**src/hdl/hsp_pkg.sv**
```systemverilog
package hsp_pkg;

	// AXI4-Lite register offsets of the controller.
	localparam logic [7:0] REG_CTRL   = 8'h00;
	localparam logic [7:0] REG_CMD    = 8'h04;
	localparam logic [7:0] REG_WDATA  = 8'h08;
	localparam logic [7:0] REG_RDATA  = 8'h0c;
	localparam logic [7:0] REG_STATUS = 8'h10;

	// Control register fields.
	localparam int CTRL_GO_BIT      = 0;
	localparam int CTRL_LAST_BIT    = 1;
	localparam int CTRL_SEL_BIT     = 2;
	localparam int CTRL_RATE_LSB    = 4;
	localparam int CTRL_CLKDIV_LSB  = 8;

	// Command word layout.
	localparam int CMD_RW_BIT       = 15;
	localparam int CMD_STEP_BIT     = 12;
	localparam int CMD_ADDR_W       = 12;
	localparam int WORD_W           = 16;

	// Reset values.
	localparam logic [7:0] CLKDIV_RST = 8'h01;
	localparam logic [1:0] RATE_RST   = 2'h0;

	// Video clock rate codes that pick the wait gaps.
	typedef enum logic [1:0] {
		HSP_RATE_UNLOCKED,
		HSP_RATE_27,
		HSP_RATE_74,
		HSP_RATE_148
	} hsp_rate_e;

	localparam int CLK_PERIOD_PS = 8000;

	// Gaps in picoseconds as printed, turned into cycles rounded up.
	localparam int WGAP_UNL_PS  = 100000;
	localparam int WGAP_27_PS   = 37100;
	localparam int WGAP_74_PS   = 13500;
	localparam int WGAP_148_PS  = 6700;
	localparam int RGAP_UNL_PS  = 222600;
	localparam int RGAP_27_PS   = 148400;
	localparam int RGAP_74_PS   = 53900;
	localparam int RGAP_148_PS  = 27000;
	localparam int HOLD_UNL_PS  = 445000;
	localparam int HOLD_27_PS   = 37100;
	localparam int HOLD_74_PS   = 13500;
	localparam int HOLD_148_PS  = 6700;

	localparam int WGAP_UNL_CYC = (WGAP_UNL_PS + CLK_PERIOD_PS - 1) / CLK_PERIOD_PS;
	localparam int WGAP_27_CYC  = (WGAP_27_PS + CLK_PERIOD_PS - 1) / CLK_PERIOD_PS;
	localparam int WGAP_74_CYC  = (WGAP_74_PS + CLK_PERIOD_PS - 1) / CLK_PERIOD_PS;
	localparam int WGAP_148_CYC = (WGAP_148_PS + CLK_PERIOD_PS - 1) / CLK_PERIOD_PS;
	localparam int RGAP_UNL_CYC = (RGAP_UNL_PS + CLK_PERIOD_PS - 1) / CLK_PERIOD_PS;
	localparam int RGAP_27_CYC  = (RGAP_27_PS + CLK_PERIOD_PS - 1) / CLK_PERIOD_PS;
	localparam int RGAP_74_CYC  = (RGAP_74_PS + CLK_PERIOD_PS - 1) / CLK_PERIOD_PS;
	localparam int RGAP_148_CYC = (RGAP_148_PS + CLK_PERIOD_PS - 1) / CLK_PERIOD_PS;
	localparam int HOLD_UNL_CYC = (HOLD_UNL_PS + CLK_PERIOD_PS - 1) / CLK_PERIOD_PS;
	localparam int HOLD_27_CYC  = (HOLD_27_PS + CLK_PERIOD_PS - 1) / CLK_PERIOD_PS;
	localparam int HOLD_74_CYC  = (HOLD_74_PS + CLK_PERIOD_PS - 1) / CLK_PERIOD_PS;
	localparam int HOLD_148_CYC = (HOLD_148_PS + CLK_PERIOD_PS - 1) / CLK_PERIOD_PS;

	localparam int GAP_W = 7;

endpackage

```
**src/hdl/hsp_host.sv**
```systemverilog
// What this block does
// - The host drives serial clock, serial data in and active-low chip select.
// - Host opens and closes every transaction; command word first, then data words.
// - Command word is 16 bits, MSB first: read/write, address step, 12-bit address.
// - Spare command bits are ignored; host sends them as zero.
// - Without address step, host sends exactly one data word per command.
// - Read/write bit high starts a read, low starts a write.
// - Data words move MSB first, timed to the rising serial clock edge.
// - During a read only one chained device may have chip select asserted.
// - Write gap between command and data depends on video clock rate.
// - Same write gap between write sequences and between stepped data words.
// - Read gap after command before data clocks depends on video clock rate.
// - Chip select stays low after last rising edge for a rate-dependent time.
//
// The AXI4-Lite register port and the placing of the registers were decided locally.
module hsp_host
	import hsp_pkg::*;
#(
	parameter int NUM_SEL = 1
) (
	// Clock and reset.
	input  wire logic               aclk,
	input  wire logic               aresetn,
	// AXI4-Lite slave.
	input  wire logic [7:0]         s_awaddr,
	input  wire logic               s_awvalid,
	output logic                    s_awready,
	input  wire logic [31:0]        s_wdata,
	input  wire logic [3:0]         s_wstrb,
	input  wire logic               s_wvalid,
	output logic                    s_wready,
	output logic [1:0]              s_bresp,
	output logic                    s_bvalid,
	input  wire logic               s_bready,
	input  wire logic [7:0]         s_araddr,
	input  wire logic               s_arvalid,
	output logic                    s_arready,
	output logic [31:0]             s_rdata,
	output logic [1:0]              s_rresp,
	output logic                    s_rvalid,
	input  wire logic               s_rready,
	// Serial port pins.
	output logic                    serial_clk,
	output logic                    serial_data_in,
	output logic [NUM_SEL-1:0]      chip_sel_n,
	input  wire logic               serial_data_thru_out,
	output logic                    port_select_test
);

	// The select mask register has eight bits, so at most eight selects.
	if (NUM_SEL < 1 || NUM_SEL > 8) begin
		$error("NUM_SEL must be 1 to 8");
	end
	// Gap counters must hold the longest wait, and the shifters are one word wide.
	if (HOLD_UNL_CYC >= 2**GAP_W || RGAP_UNL_CYC >= 2**GAP_W || WORD_W != 16) begin
		$error("Gap counter too narrow or word width not 16");
	end

	typedef enum logic [2:0] {
		HSP_IDLE,
		HSP_SETUP,
		HSP_SHIFT,
		HSP_GAP,
		HSP_WAIT,
		HSP_HOLD
	} hsp_state_e;

	typedef struct packed {
		hsp_state_e  state;
		logic        sclk;
		logic        sdo;
		logic        cs_n_act;
		logic [15:0] shreg;
		logic [15:0] rxreg;
		logic [4:0]  bitcnt;
		logic [7:0]  divcnt;
		logic        in_cmd;
		logic        is_read;
		logic        step;
		logic        last;
		logic [15:0] rdata;
		logic [GAP_W-1:0] gapcnt;
		logic [15:0] words;
		logic        busy;
		logic        sdo_s1;
		logic        sdo_s2;
		logic [NUM_SEL-1:0] sel_mask;
	} hsp_host_s;

	hsp_host_s st;
	hsp_host_s next_st;

	logic [31:0] ctrl;
	logic [15:0] cmd_word;
	logic [15:0] wdata_word;
	logic        go_pulse;
	logic [31:0] status;
	hsp_rate_e   rate;
	logic [7:0]  clkdiv;

	hsp_axil_regs u_regs (
		.aclk       (aclk),
		.aresetn    (aresetn),
		.s_awaddr   (s_awaddr),
		.s_awvalid  (s_awvalid),
		.s_awready  (s_awready),
		.s_wdata    (s_wdata),
		.s_wstrb    (s_wstrb),
		.s_wvalid   (s_wvalid),
		.s_wready   (s_wready),
		.s_bresp    (s_bresp),
		.s_bvalid   (s_bvalid),
		.s_bready   (s_bready),
		.s_araddr   (s_araddr),
		.s_arvalid  (s_arvalid),
		.s_arready  (s_arready),
		.s_rdata    (s_rdata),
		.s_rresp    (s_rresp),
		.s_rvalid   (s_rvalid),
		.s_rready   (s_rready),
		.ctrl       (ctrl),
		.cmd_word   (cmd_word),
		.wdata_word (wdata_word),
		.go_pulse   (go_pulse),
		.rdata_word (st.rdata),
		.status     (status)
	);

	assign rate   = hsp_rate_e'(ctrl[CTRL_RATE_LSB +: 2]);
	// A half period of zero is served as one; the divider would also toggle every cycle.
	assign clkdiv = (ctrl[CTRL_CLKDIV_LSB +: 8] == 8'h0) ? 8'h01 : ctrl[CTRL_CLKDIV_LSB +: 8];

	// Gaps are whole cycles rounded up, so each one errs on the long side.
	function automatic logic [GAP_W-1:0] gap_cycles(input logic rd, input hsp_rate_e r);
		logic [GAP_W-1:0] g;
		g = GAP_W'(1);
		unique case (r)
			HSP_RATE_UNLOCKED: g = rd ? GAP_W'(RGAP_UNL_CYC) : GAP_W'(WGAP_UNL_CYC);
			HSP_RATE_27:       g = rd ? GAP_W'(RGAP_27_CYC)  : GAP_W'(WGAP_27_CYC);
			HSP_RATE_74:       g = rd ? GAP_W'(RGAP_74_CYC)  : GAP_W'(WGAP_74_CYC);
			HSP_RATE_148:      g = rd ? GAP_W'(RGAP_148_CYC) : GAP_W'(WGAP_148_CYC);
		endcase
		return g;
	endfunction

	function automatic logic [GAP_W-1:0] hold_cycles(input hsp_rate_e r);
		logic [GAP_W-1:0] g;
		g = GAP_W'(1);
		unique case (r)
			HSP_RATE_UNLOCKED: g = GAP_W'(HOLD_UNL_CYC);
			HSP_RATE_27:       g = GAP_W'(HOLD_27_CYC);
			HSP_RATE_74:       g = GAP_W'(HOLD_74_CYC);
			HSP_RATE_148:      g = GAP_W'(HOLD_148_CYC);
		endcase
		return g;
	endfunction

	// Status: busy, controller not idle, words sent.
	assign status = {st.words, 14'h0, st.state != HSP_IDLE, st.busy};

	always_comb begin
		next_st = st;
		// Loop-back data from the device is a pin: two flip-flops before use.
		next_st.sdo_s1 = serial_data_thru_out;
		next_st.sdo_s2 = st.sdo_s1;
		unique case (st.state)
			HSP_IDLE: begin
				// GO is heard only here, so one sent mid-transfer is dropped.
				if (go_pulse) begin
					next_st.busy    = 1'b1;
					next_st.last    = ctrl[CTRL_LAST_BIT];
					next_st.divcnt  = 8'h0;
					next_st.bitcnt  = 5'h0;
					next_st.sclk    = 1'b0;
					if (!st.cs_n_act) begin
						// Fresh transaction always opens with a command word.
						next_st.sel_mask = NUM_SEL'(ctrl[31:24]);
						if (cmd_word[CMD_RW_BIT]) begin
							// A read may pull only one select low; the lowest is kept.
							next_st.sel_mask &= ~next_st.sel_mask + NUM_SEL'(1);
						end
						next_st.cs_n_act = 1'b1;
						next_st.in_cmd   = 1'b1;
						// Spare bits forced to zero.
						next_st.shreg    = {cmd_word[15], 2'b00, cmd_word[12:0]};
						next_st.is_read  = cmd_word[CMD_RW_BIT];
						next_st.step     = cmd_word[CMD_STEP_BIT];
						next_st.gapcnt   = GAP_W'(1);
						next_st.state    = HSP_SETUP;
					end else begin
						// Stepped write words follow after the write gap.
						next_st.in_cmd = 1'b0;
						next_st.shreg  = wdata_word;
						next_st.gapcnt = gap_cycles(st.is_read, rate);
						next_st.state  = HSP_SETUP;
					end
				end
			end
			HSP_SETUP: begin
				// Chip select low well before the first rising edge; data leads the edge.
				next_st.sdo = st.shreg[15];
				if (st.gapcnt <= GAP_W'(1)) begin
					next_st.state = HSP_SHIFT;
				end else begin
					next_st.gapcnt = st.gapcnt - GAP_W'(1);
				end
			end
			HSP_SHIFT: begin
				// The clock toggles only inside a word, half period each clkdiv cycles.
				if (st.divcnt + 8'h1 >= clkdiv) begin
					next_st.divcnt = 8'h0;
					next_st.sclk   = !st.sclk;
					if (!st.sclk) begin
						// The synchroniser lags two cycles, so half periods under three read stale bits.
						// Rising edge: capture loop-back data, MSB first.
						next_st.rxreg  = {st.rxreg[14:0], st.sdo_s2};
						next_st.bitcnt = st.bitcnt + 5'h1;
					end else begin
						// Falling edge: present next bit, or finish the word.
						next_st.shreg = {st.shreg[14:0], 1'b0};
						next_st.sdo   = st.shreg[14];
						if (st.bitcnt == 5'(WORD_W)) begin
							next_st.bitcnt = 5'h0;
							next_st.sdo    = 1'b0;
							next_st.state  = HSP_GAP;
							next_st.gapcnt = st.in_cmd ? gap_cycles(st.is_read, rate)
								: hold_cycles(rate);
						end
					end
				end else begin
					next_st.divcnt = st.divcnt + 8'h1;
				end
			end
			HSP_GAP: begin
				// Clock idles low through the gap after every word.
				if (st.gapcnt <= GAP_W'(1)) begin
					if (st.in_cmd) begin
						// One data word follows the command per GO; further stepped words need another GO.
						next_st.in_cmd = 1'b0;
						next_st.shreg  = st.is_read ? 16'h0 : wdata_word;
						next_st.sdo    = st.is_read ? 1'b0 : wdata_word[15];
						next_st.state  = HSP_SHIFT;
					end else begin
						next_st.words = st.words + 16'h1;
						if (st.is_read) begin
							next_st.rdata = st.rxreg;
						end
						next_st.state = HSP_HOLD;
					end
				end else begin
					next_st.gapcnt = st.gapcnt - GAP_W'(1);
				end
			end
			HSP_HOLD: begin
				// Hold time already spent in the gap; close on the last word, on a read, or without step.
				// The step bit is kept from the command, so a new CMD load cannot cut a burst.
				if (st.last || st.is_read || !st.step) begin
					next_st.cs_n_act = 1'b0;
					next_st.gapcnt   = gap_cycles(1'b0, rate);
					next_st.state    = HSP_WAIT;
				end else begin
					next_st.busy  = 1'b0;
					next_st.state = HSP_IDLE;
				end
			end
			HSP_WAIT: begin
				// Write gap also spaces back-to-back transactions.
				if (st.gapcnt <= GAP_W'(1)) begin
					next_st.busy  = 1'b0;
					next_st.state = HSP_IDLE;
				end else begin
					next_st.gapcnt = st.gapcnt - GAP_W'(1);
				end
			end
			default: next_st.state = HSP_IDLE;
		endcase
	end

	// Reset clears the mask, so every select idles high.
	always_ff @(posedge aclk) begin
		if (!aresetn) begin
			st <= '0;
		end else begin
			st <= next_st;
		end
	end

	assign serial_clk     = st.sclk;
	assign serial_data_in = st.sdo;
	// Only one select is low during a read, as the mask is cut at the command.
	assign chip_sel_n     = ~(st.sel_mask & {NUM_SEL{st.cs_n_act}});
	// The select pin follows the register at once; flip it only while idle.
	assign port_select_test = ctrl[CTRL_SEL_BIT];

endmodule

```
**src/hdl/hsp_axil_regs.sv**
```systemverilog
module hsp_axil_regs
	import hsp_pkg::*;
(
	// Clock and reset.
	input  wire logic        aclk,
	input  wire logic        aresetn,
	// AXI4-Lite slave.
	input  wire logic [7:0]  s_awaddr,
	input  wire logic        s_awvalid,
	output logic             s_awready,
	input  wire logic [31:0] s_wdata,
	input  wire logic [3:0]  s_wstrb,
	input  wire logic        s_wvalid,
	output logic             s_wready,
	output logic [1:0]       s_bresp,
	output logic             s_bvalid,
	input  wire logic        s_bready,
	input  wire logic [7:0]  s_araddr,
	input  wire logic        s_arvalid,
	output logic             s_arready,
	output logic [31:0]      s_rdata,
	output logic [1:0]       s_rresp,
	output logic             s_rvalid,
	input  wire logic        s_rready,
	// Controller side.
	output logic [31:0]      ctrl,
	output logic [15:0]      cmd_word,
	output logic [15:0]      wdata_word,
	output logic             go_pulse,
	input  wire logic [15:0] rdata_word,
	input  wire logic [31:0] status
);

	typedef struct packed {
		logic        aw_got;
		logic [7:0]  awaddr;
		logic        w_got;
		logic [31:0] wdata;
		logic [3:0]  wstrb;
		logic        bvalid;
		logic [1:0]  bresp;
		logic        rvalid;
		logic [31:0] rdata;
		logic [1:0]  rresp;
		logic [31:0] ctrl;
		logic [15:0] cmd;
		logic [15:0] wd;
		logic        go;
	} hsp_regs_s;

	hsp_regs_s st;
	hsp_regs_s next_st;

	function automatic logic [31:0] merge(input logic [31:0] old, input logic [31:0] nw,
			input logic [3:0] strb);
		logic [31:0] res;
		res = old;
		for (int i = 0; i < 4; i++) begin
			if (strb[i]) begin
				res[i*8 +: 8] = nw[i*8 +: 8];
			end
		end
		return res;
	endfunction

	// Write address and data are taken independently; the response waits for both.
	assign s_awready = !st.aw_got && !st.bvalid;
	assign s_wready  = !st.w_got && !st.bvalid;
	assign s_arready = !st.rvalid;

	always_comb begin
		next_st = st;
		next_st.go = 1'b0;
		if (s_awvalid && s_awready) begin
			next_st.aw_got = 1'b1;
			next_st.awaddr = s_awaddr;
		end
		if (s_wvalid && s_wready) begin
			next_st.w_got = 1'b1;
			next_st.wdata = s_wdata;
			next_st.wstrb = s_wstrb;
		end
		if (st.aw_got && st.w_got) begin
			next_st.aw_got = 1'b0;
			next_st.w_got  = 1'b0;
			next_st.bvalid = 1'b1;
			next_st.bresp  = 2'h0;
			unique case ({st.awaddr[7:2], 2'h0})
				REG_CTRL: begin
					next_st.ctrl = merge(st.ctrl, st.wdata, st.wstrb);
					next_st.go   = st.wstrb[0] && st.wdata[CTRL_GO_BIT];
					next_st.ctrl[CTRL_GO_BIT] = 1'b0;
				end
				REG_CMD:    next_st.cmd = 16'(merge({16'h0, st.cmd}, st.wdata, st.wstrb));
				REG_WDATA:  next_st.wd  = 16'(merge({16'h0, st.wd}, st.wdata, st.wstrb));
				REG_RDATA, REG_STATUS: next_st.bresp = 2'h2;
				default:    next_st.bresp = 2'h2;
			endcase
		end
		if (st.bvalid && s_bready) begin
			next_st.bvalid = 1'b0;
		end
		if (s_arvalid && s_arready) begin
			next_st.rvalid = 1'b1;
			next_st.rresp  = 2'h0;
			unique case ({s_araddr[7:2], 2'h0})
				REG_CTRL:   next_st.rdata = st.ctrl;
				REG_CMD:    next_st.rdata = {16'h0, st.cmd};
				REG_WDATA:  next_st.rdata = {16'h0, st.wd};
				REG_RDATA:  next_st.rdata = {16'h0, rdata_word};
				REG_STATUS: next_st.rdata = status;
				default: begin
					next_st.rdata = 32'h0;
					next_st.rresp = 2'h2;
				end
			endcase
		end else if (st.rvalid && s_rready) begin
			next_st.rvalid = 1'b0;
		end
	end

	always_ff @(posedge aclk) begin
		if (!aresetn) begin
			st      <= '0;
			st.ctrl <= {16'h0, CLKDIV_RST, 2'h0, RATE_RST, 4'h0};
		end else begin
			st <= next_st;
		end
	end

	assign s_bvalid   = st.bvalid;
	assign s_bresp    = st.bresp;
	assign s_rvalid   = st.rvalid;
	assign s_rdata    = st.rdata;
	assign s_rresp    = st.rresp;
	assign ctrl       = st.ctrl;
	assign cmd_word   = st.cmd;
	assign wdata_word = st.wd;
	assign go_pulse   = st.go;

endmodule

```
**config.mk**
```make
export PLATFORM = sky130hd
export DESIGN_NAME = hsp_host
export DESIGN_NICKNAME = d
export VERILOG_FILES = /design/src/hdl/hsp_pkg.sv /design/src/hdl/hsp_host.sv /design/src/hdl/hsp_axil_regs.sv
export SDC_FILE = /design/constraint.sdc
export NUM_CORES = 1
export LEC_CHECK = 0
export ABC_AREA = 1
export BUFFER_PORTS_ARGS = -buffer_cell sky130_fd_sc_hd__buf_2
export CAP_MARGIN = 20
export CORE_UTILIZATION = 64
export DETAILED_ROUTE_END_ITERATION = 10
export GPL_ROUTABILITY_DRIVEN = 1
export HOLD_SLACK_MARGIN = 0.12
export MAX_ROUTING_LAYER = met4
export PLACE_DENSITY = 0.94
export SYNTH_ARGS = -nofsm -noshare
export SYNTH_HDL_FRONTEND = slang
export SYNTH_SLANG_ARGS = --single-unit
```
**constraint.sdc**
```tcl
create_clock -name aclk -period 5 [get_ports aclk]
set_clock_uncertainty 0.05 [all_clocks]
set_input_delay 0.25 -clock aclk [delete_from_list [all_inputs] [get_ports aclk]]
set_output_delay 0.25 -clock aclk [all_outputs]
set_load 0.02 [all_outputs]
```
* Word-level counts from Yosys, hierarchy flattened
Cells that the tools add are included.
Widths: inputs -> output; s select.
** Storage, ports and cells
- RAM bits :: 0
- Output and inout port bits :: 45
- Register bits :: 246
- Memories :: 0
- Bits in latches :: 0
- Memory bits (read-only) :: 0
** Cells by class
- Add/subtract/negate cells :: 5
- Multiply operators :: 0
- Equality and inequality tests :: 27
- Div/mod/pow operators :: 0
- Reductions and logical operators :: 60
- Bitwise gates (word level) :: 8
- Shift-type cells :: 0
- Order comparisons :: 2
- Muxes and demuxes :: 63
** Operator list (count)
- $pmux 32 s5 :: 1
- $pmux 7 s4 :: 4
- $mux 16 :: 6
- $mux 7 :: 8
- $pmux 16 s3 :: 1
- $reduce_and 3->1 :: 15
- $mux 37 :: 1
- $mux 17 :: 2
- $mux 3 :: 9
- $pmux 13 s2 :: 1
- $mux 5 :: 5
- $ne 2x2->1 const B :: 10
- $eq 6x2->1 const B :: 3
- $pmux 3 s6 :: 1
- $add 16x1->16 const B :: 1
- $mux 8 :: 2
- $reduce_and 7->1 :: 2
- $mux 1 :: 13
- $eq 6x1->1 const B :: 2
- $logic_not 6->1 :: 2
- $reduce_and 4->1 :: 3
- $reduce_bool 3->1 :: 4
- $logic_and 1x1->1 :: 9
- $add 8x1->8 const B :: 1
- 33 further kinds :: 59

* Logic depth before layout (Yosys ltp)
- Depth in word-level cells :: 7
- Gate-level depth with buffers :: 16
- Gate-level depth less buffers :: 15

* By module
A second synthesis with hierarchy kept.
** Unflattened totals
- Cells, all modules :: 1666
- Area total of the unflattened synthesis :: 11887.7 µm²
** By module, submodules not included
- hsp_axil_regs :: sequential area each 2882.8 µm², area each 6683.9 µm², times used 1, cells each 892
- hsp_host :: sequential area each 1961.9 µm², area each 5203.7 µm², times used 1, cells each 774

* Worst setup path after synthesis
Ideal clock, no wire load.
- Path kind :: flip-flop to flip-flop
- From :: register st[47] in the netlist's numbering
- To :: register st[86] in the netlist's numbering
- Setup time :: 0.113 ns
- Arrival time :: 2.171 ns
- Slack :: 2.666 ns
- Period minus slack after synthesis :: 2.334 ns
- Stages on the path, launching flop included :: 15
- Cell sequence :: dfxtp_1 > ha_1 > nand3_1 > nand3b_1 > xnor2_1 > ha_1 > nand2_1 > nor2_1 > nor2_2 > nand2_1 > buf_2 > a21oi_1 > nand2_1 > nand2_1 > nor2_1
** Between the ends
- Longest elaborated chain between the ends :: 4
** RTL lines
- from (decl) :: line hsp_host.sv:90 : hsp_host_s st;
- from (signal assigned) :: line hsp_host.sv:284 : st <= next_st;
- $add 8x1->8 :: line hsp_host.sv:210 : if (st.divcnt + 8'h1 >= clkdiv) begin
- $ge 8x8->1 :: line hsp_host.sv:210
- $ne 2x2->1 (no line)
- $reduce_and 6->1 (no line)
No other way between the ends.
A chain may end at the register's enable or synchronous reset.

* Worst setup path after layout
- From :: register st[47] in the netlist's numbering
- To :: register st[79] in the netlist's numbering
The elaborated chain is that of the path after synthesis.

==> flow_summary.rst <==
.. list-table::
   :header-rows: 1

   * - Metric
     - Value
   * - CP endpoint kind
     - flip-flop
   * - Worst-case hold slack
     - 0.161 ns
   * - Leakage power
     - 5.22 nW
   * - Synthesis warning total
     - 0
   * - Number of top-level pins
     - 105
   * - Longest Clk Path Bufs
     - 3
   * - DIE AREA
     - 18000 um^2
   * - Total track usage
     - between 30 and 40%
   * - Highest Clock Rate
     - roughly 0.33 GHz
   * - Sequential element share of the synthesized area
     - 43.4%
   * - Pins over their slew limit
     - 0
   * - Library cells used by synthesis
     - between 40 and 50
   * - Outcome
     - finished, final reports clean
   * - Required time of the critical path
     - 5.38 ns
   * - Cell-by-cell listing of the critical path
     - ha_1 > nand3_1 > nand3b_1 > xnor2_1 > ha_1 > nand2_1 > nor2_1 > nor2_2 > nand2_1 > a21oi_1 > nand2_1 > nand2_1 > nor2_1
   * - Gate count after technology mapping
     - between 1.5k and 2k
   * - Cell Area, Synth
     - 11200 um^2
   * - Signal arrival time at the worst endpoint
     - between 3 and 4 ns
   * - Path category of the worst min-delay check
     - in -> reg
   * - Remaining DRCs
     - 0
   * - Fraction of final layout cells sized beyond drive strength 1
     - 11.3%
   * - Slew @ Worst Pin
     - 0.901 ns
   * - Cell type contributing the most total cell area after synthesis
     - dfxtp_1
   * - Final design utilization
     - 75.8%
   * - Primary FF master, synth
     - dfxtp_1
   * - Worst IR Drop VDD
     - 371 uV
   * - Most frequent cell on the critical path
     - nand2_1
   * - Number of vias per cell
     - 5.80
   * - Maxcap violations
     - 0
   * - Wirelength per Cell
     - 16.3 um
   * - Half-perimeter wire length of the detailed placement result
     - ~19000 um
   * - Headroom to the max-slew limit
     - roughly two fifths
   * - Average cell area after synthesis
     - 7.04 um^2
   * - Placed cell area
     - 11400 um^2
   * - Total CTS buffers
     - 25
   * - Number of iterations in the first detailed-routing pass
     - 8
   * - Post-Route WL
     - a little over 30000 um
   * - Critical Path Slowest Stage Cell
     - nand2_1
   * - Summed area of non-filler cells in the final layout
     - ~13000 um^2
   * - Area contributors post-synth
     - dfxtp_1 (43%), nand2_1 (10%), a21oi_1 (7.9%)
   * - Clock edge transition at the registers on the reported setup and hold paths
     - about 0.060 ns
   * - Aggregate negative setup slack
     - 0 ns
   * - Setup slack, reg-to-reg
     - 1.95 ns
   * - Startpoint type of the worst setup path
     - flip-flop
   * - Crit path largest cell delay
     - 0.50 ns
   * - Number of nets in the final layout
     - 1731
   * - Power density of the placed cells
     - ~470 nW/um^2
   * - Leftover overflow at the end of global routing
     - 0
   * - Number of antenna repair diodes
     - 0
   * - Overall power of the completed layout
     - 5.93 mW
   * - Cell with the most instances after synthesis
     - nand2_1
   * - Max Fanout on Critical Path
     - 19
   * - TritonCTS clock tree
     - built
   * - Final hold viol count
     - 0
   * - Total number of vias
     - 11.0k
   * - Maximum number of pins on one net before global-route repair
     - 104
   * - Area growth from synthesis to layout
     - 14.2%
   * - Number of enable flip-flop cells after synthesis
     - 0
   * - # Post-CTS Setup Buffers
     - 0
   * - Post-synth top cells
     - nand2_1 (296), dfxtp_1 (242), nor2_1 (228), a21oi_1 (177)
   * - Proportion of netlist area held by the largest area contributor
     - about 43%
   * - Fraction of the cycle the final worst path needs
     - 60.9%
   * - Proportion of synthesized flip-flops having asynchronous set or reset
     - 0%
   * - Filler instances
     - 1155
   * - Core Region
     - approximately 17000 um^2
   * - Remaining antenna violation count
     - 0
   * - Starting density of the core
     - 66.4%
   * - Number of antenna violations at the first check in global routing
     - 0
   * - Insertion delay of the later-clocked pin in the worst-skew pair
     - 0.54 ns
   * - Die height
     - 134 um
   * - Clock root buffer master
     - clkbuf_16
   * - Vias in the first global route
     - roughly 10k
   * - FF+latch count, synth
     - 242
   * - Path type of the worst setup path
     - reg -> reg
   * - Minimum clock period
     - 3.05 ns
   * - Floorplan die width
     - 134 um
   * - Number of input and output port buffers inserted
     - between 90 and 100
   * - Last weighted congestion value of the routability-driven placer
     - around 0.93
   * - # clock sinks
     - 242
   * - RSZ-0062 raised after global routing
     - false
   * - First-pass GRT wire length
     - 49800 um
   * - Drt first-iter violations
     - 1131
   * - Number of levels in the clock H-tree
     - 1
   * - Number of failing setup endpoints in the final timing report
     - 0
   * - Placement row count
     - 47
[sequential cells by signal (all words and copies together) (netlist names), 16 cells and up]
signal / count
u_regs.cmd_word: 16
st: 95
u_regs.wdata_word: 16
u_regs.s_rdata: 32
u_regs.ctrl: 31
u_regs.st: 44
[worst max-delay path, delay by kind of cell (launching register included)]
kind / cells / cell delay, ns
XOR/XNOR: 1 / 0.21
AND/OR/NAND/NOR: 9 / 1.39
AO/OA/AOI/OAI: 1 / 0.38
flip-flops: 1 / 0.42
adder cells (fa/ha/maj): 2 / 0.49
[power by group]
group          switching, mW  internal (mW)  leakage [nW]
Clock                  0.793           1.27         0.454
Sequential             0.159           2.12          1.97
Combinational           1.08          0.511          2.80
Total                   2.03           3.90          5.22
[layout by cell type, fill, tap and decap left out, types with 4 or more instances in the layout]
cell type,instances
nand2_1,296
dfxtp_1,242
nor2_1,228
a21oi_1,177
inv_1,166
o21ai_0,166
buf_2,97
nand3_1,46
dlygate4sd3_1,45
o22ai_1,31
clkbuf_16,25
xor2_1,15
ha_1,14
nor3_1,13
nand4_1,12
o21ai_1,9
inv_2,9
buf_4,8
nand2_2,7
nor2_2,6
nand3_2,6
clkbuf_8,6
bufinv_16,5
clkinv_1,4
clkinv_2,4
[path summary, 6_finish.rpt]
path / from / endpoint / cells past startpoint
hold reg to reg: next_st[1] / st[1] / 2
setup reg to reg: st[47] / st[79] / 13
hold / removal: s_araddr[3] / u_regs.s_rdata[1] / 4
setup / recovery: st[47] / st[79] / 13
[stage by stage]
| stage | instances | worst slack (ns) |
|---|---|---|
| 2_1_floorplan | 1586 | 2.67 |
| 3_3_place_gp | 1805 | 2.28 |
| 3_5_place_dp | 1805 | 2.17 |
| 4_1_cts | 1895 | 2.03 |
| 5_1_grt | 1895 | 1.84 |
| 6_report | 1895 | 1.95 |
[cells by family (layout without fill, tap and decap cells)]
kind of cell,count (synthesis),in the layout,synth area share [%]
AOI/OAI and AO/OA,396,396,18.5
xor gates and xnor gates,16,16,1.26
adders and majority gates,14,14,1.57
buffers and inverters,285,374,11.5
DFF,242,242,43.4
other,1,2,0.0336
and+or+nand+nor,631,631,23.8
[routing by layer]
layer,vias up,routed length [um],global-route usage [%]
met1,4990,11900,42.6
li1,5227,-,-
met5,-,0,-
met3,135,3010,5.71
met4,0,1450,17.2
met2,648,14400,57.7
[timing repair]
item,in CTS,in global routing
setup endpoints to repair,0,0
hold buffers,45,0
hold endpoints to repair,45,0
resized for setup,0,0
[final cells by class]
class | instances | area (um^2) | area share [%]
inverter | 179 | 672 | 5.27
clock buffer | 33 | 716 | 5.61
sequential | 242 | 4840 | 38.0
multi-input combinational | 1059 | 5040 | 39.5
clock inverter | 12 | 206 | 1.62
tap | 220 | 275 | 2.16
timing repair buffer | 150 | 996 | 7.81
Note: power is estimated with default switching activity, not from simulation.
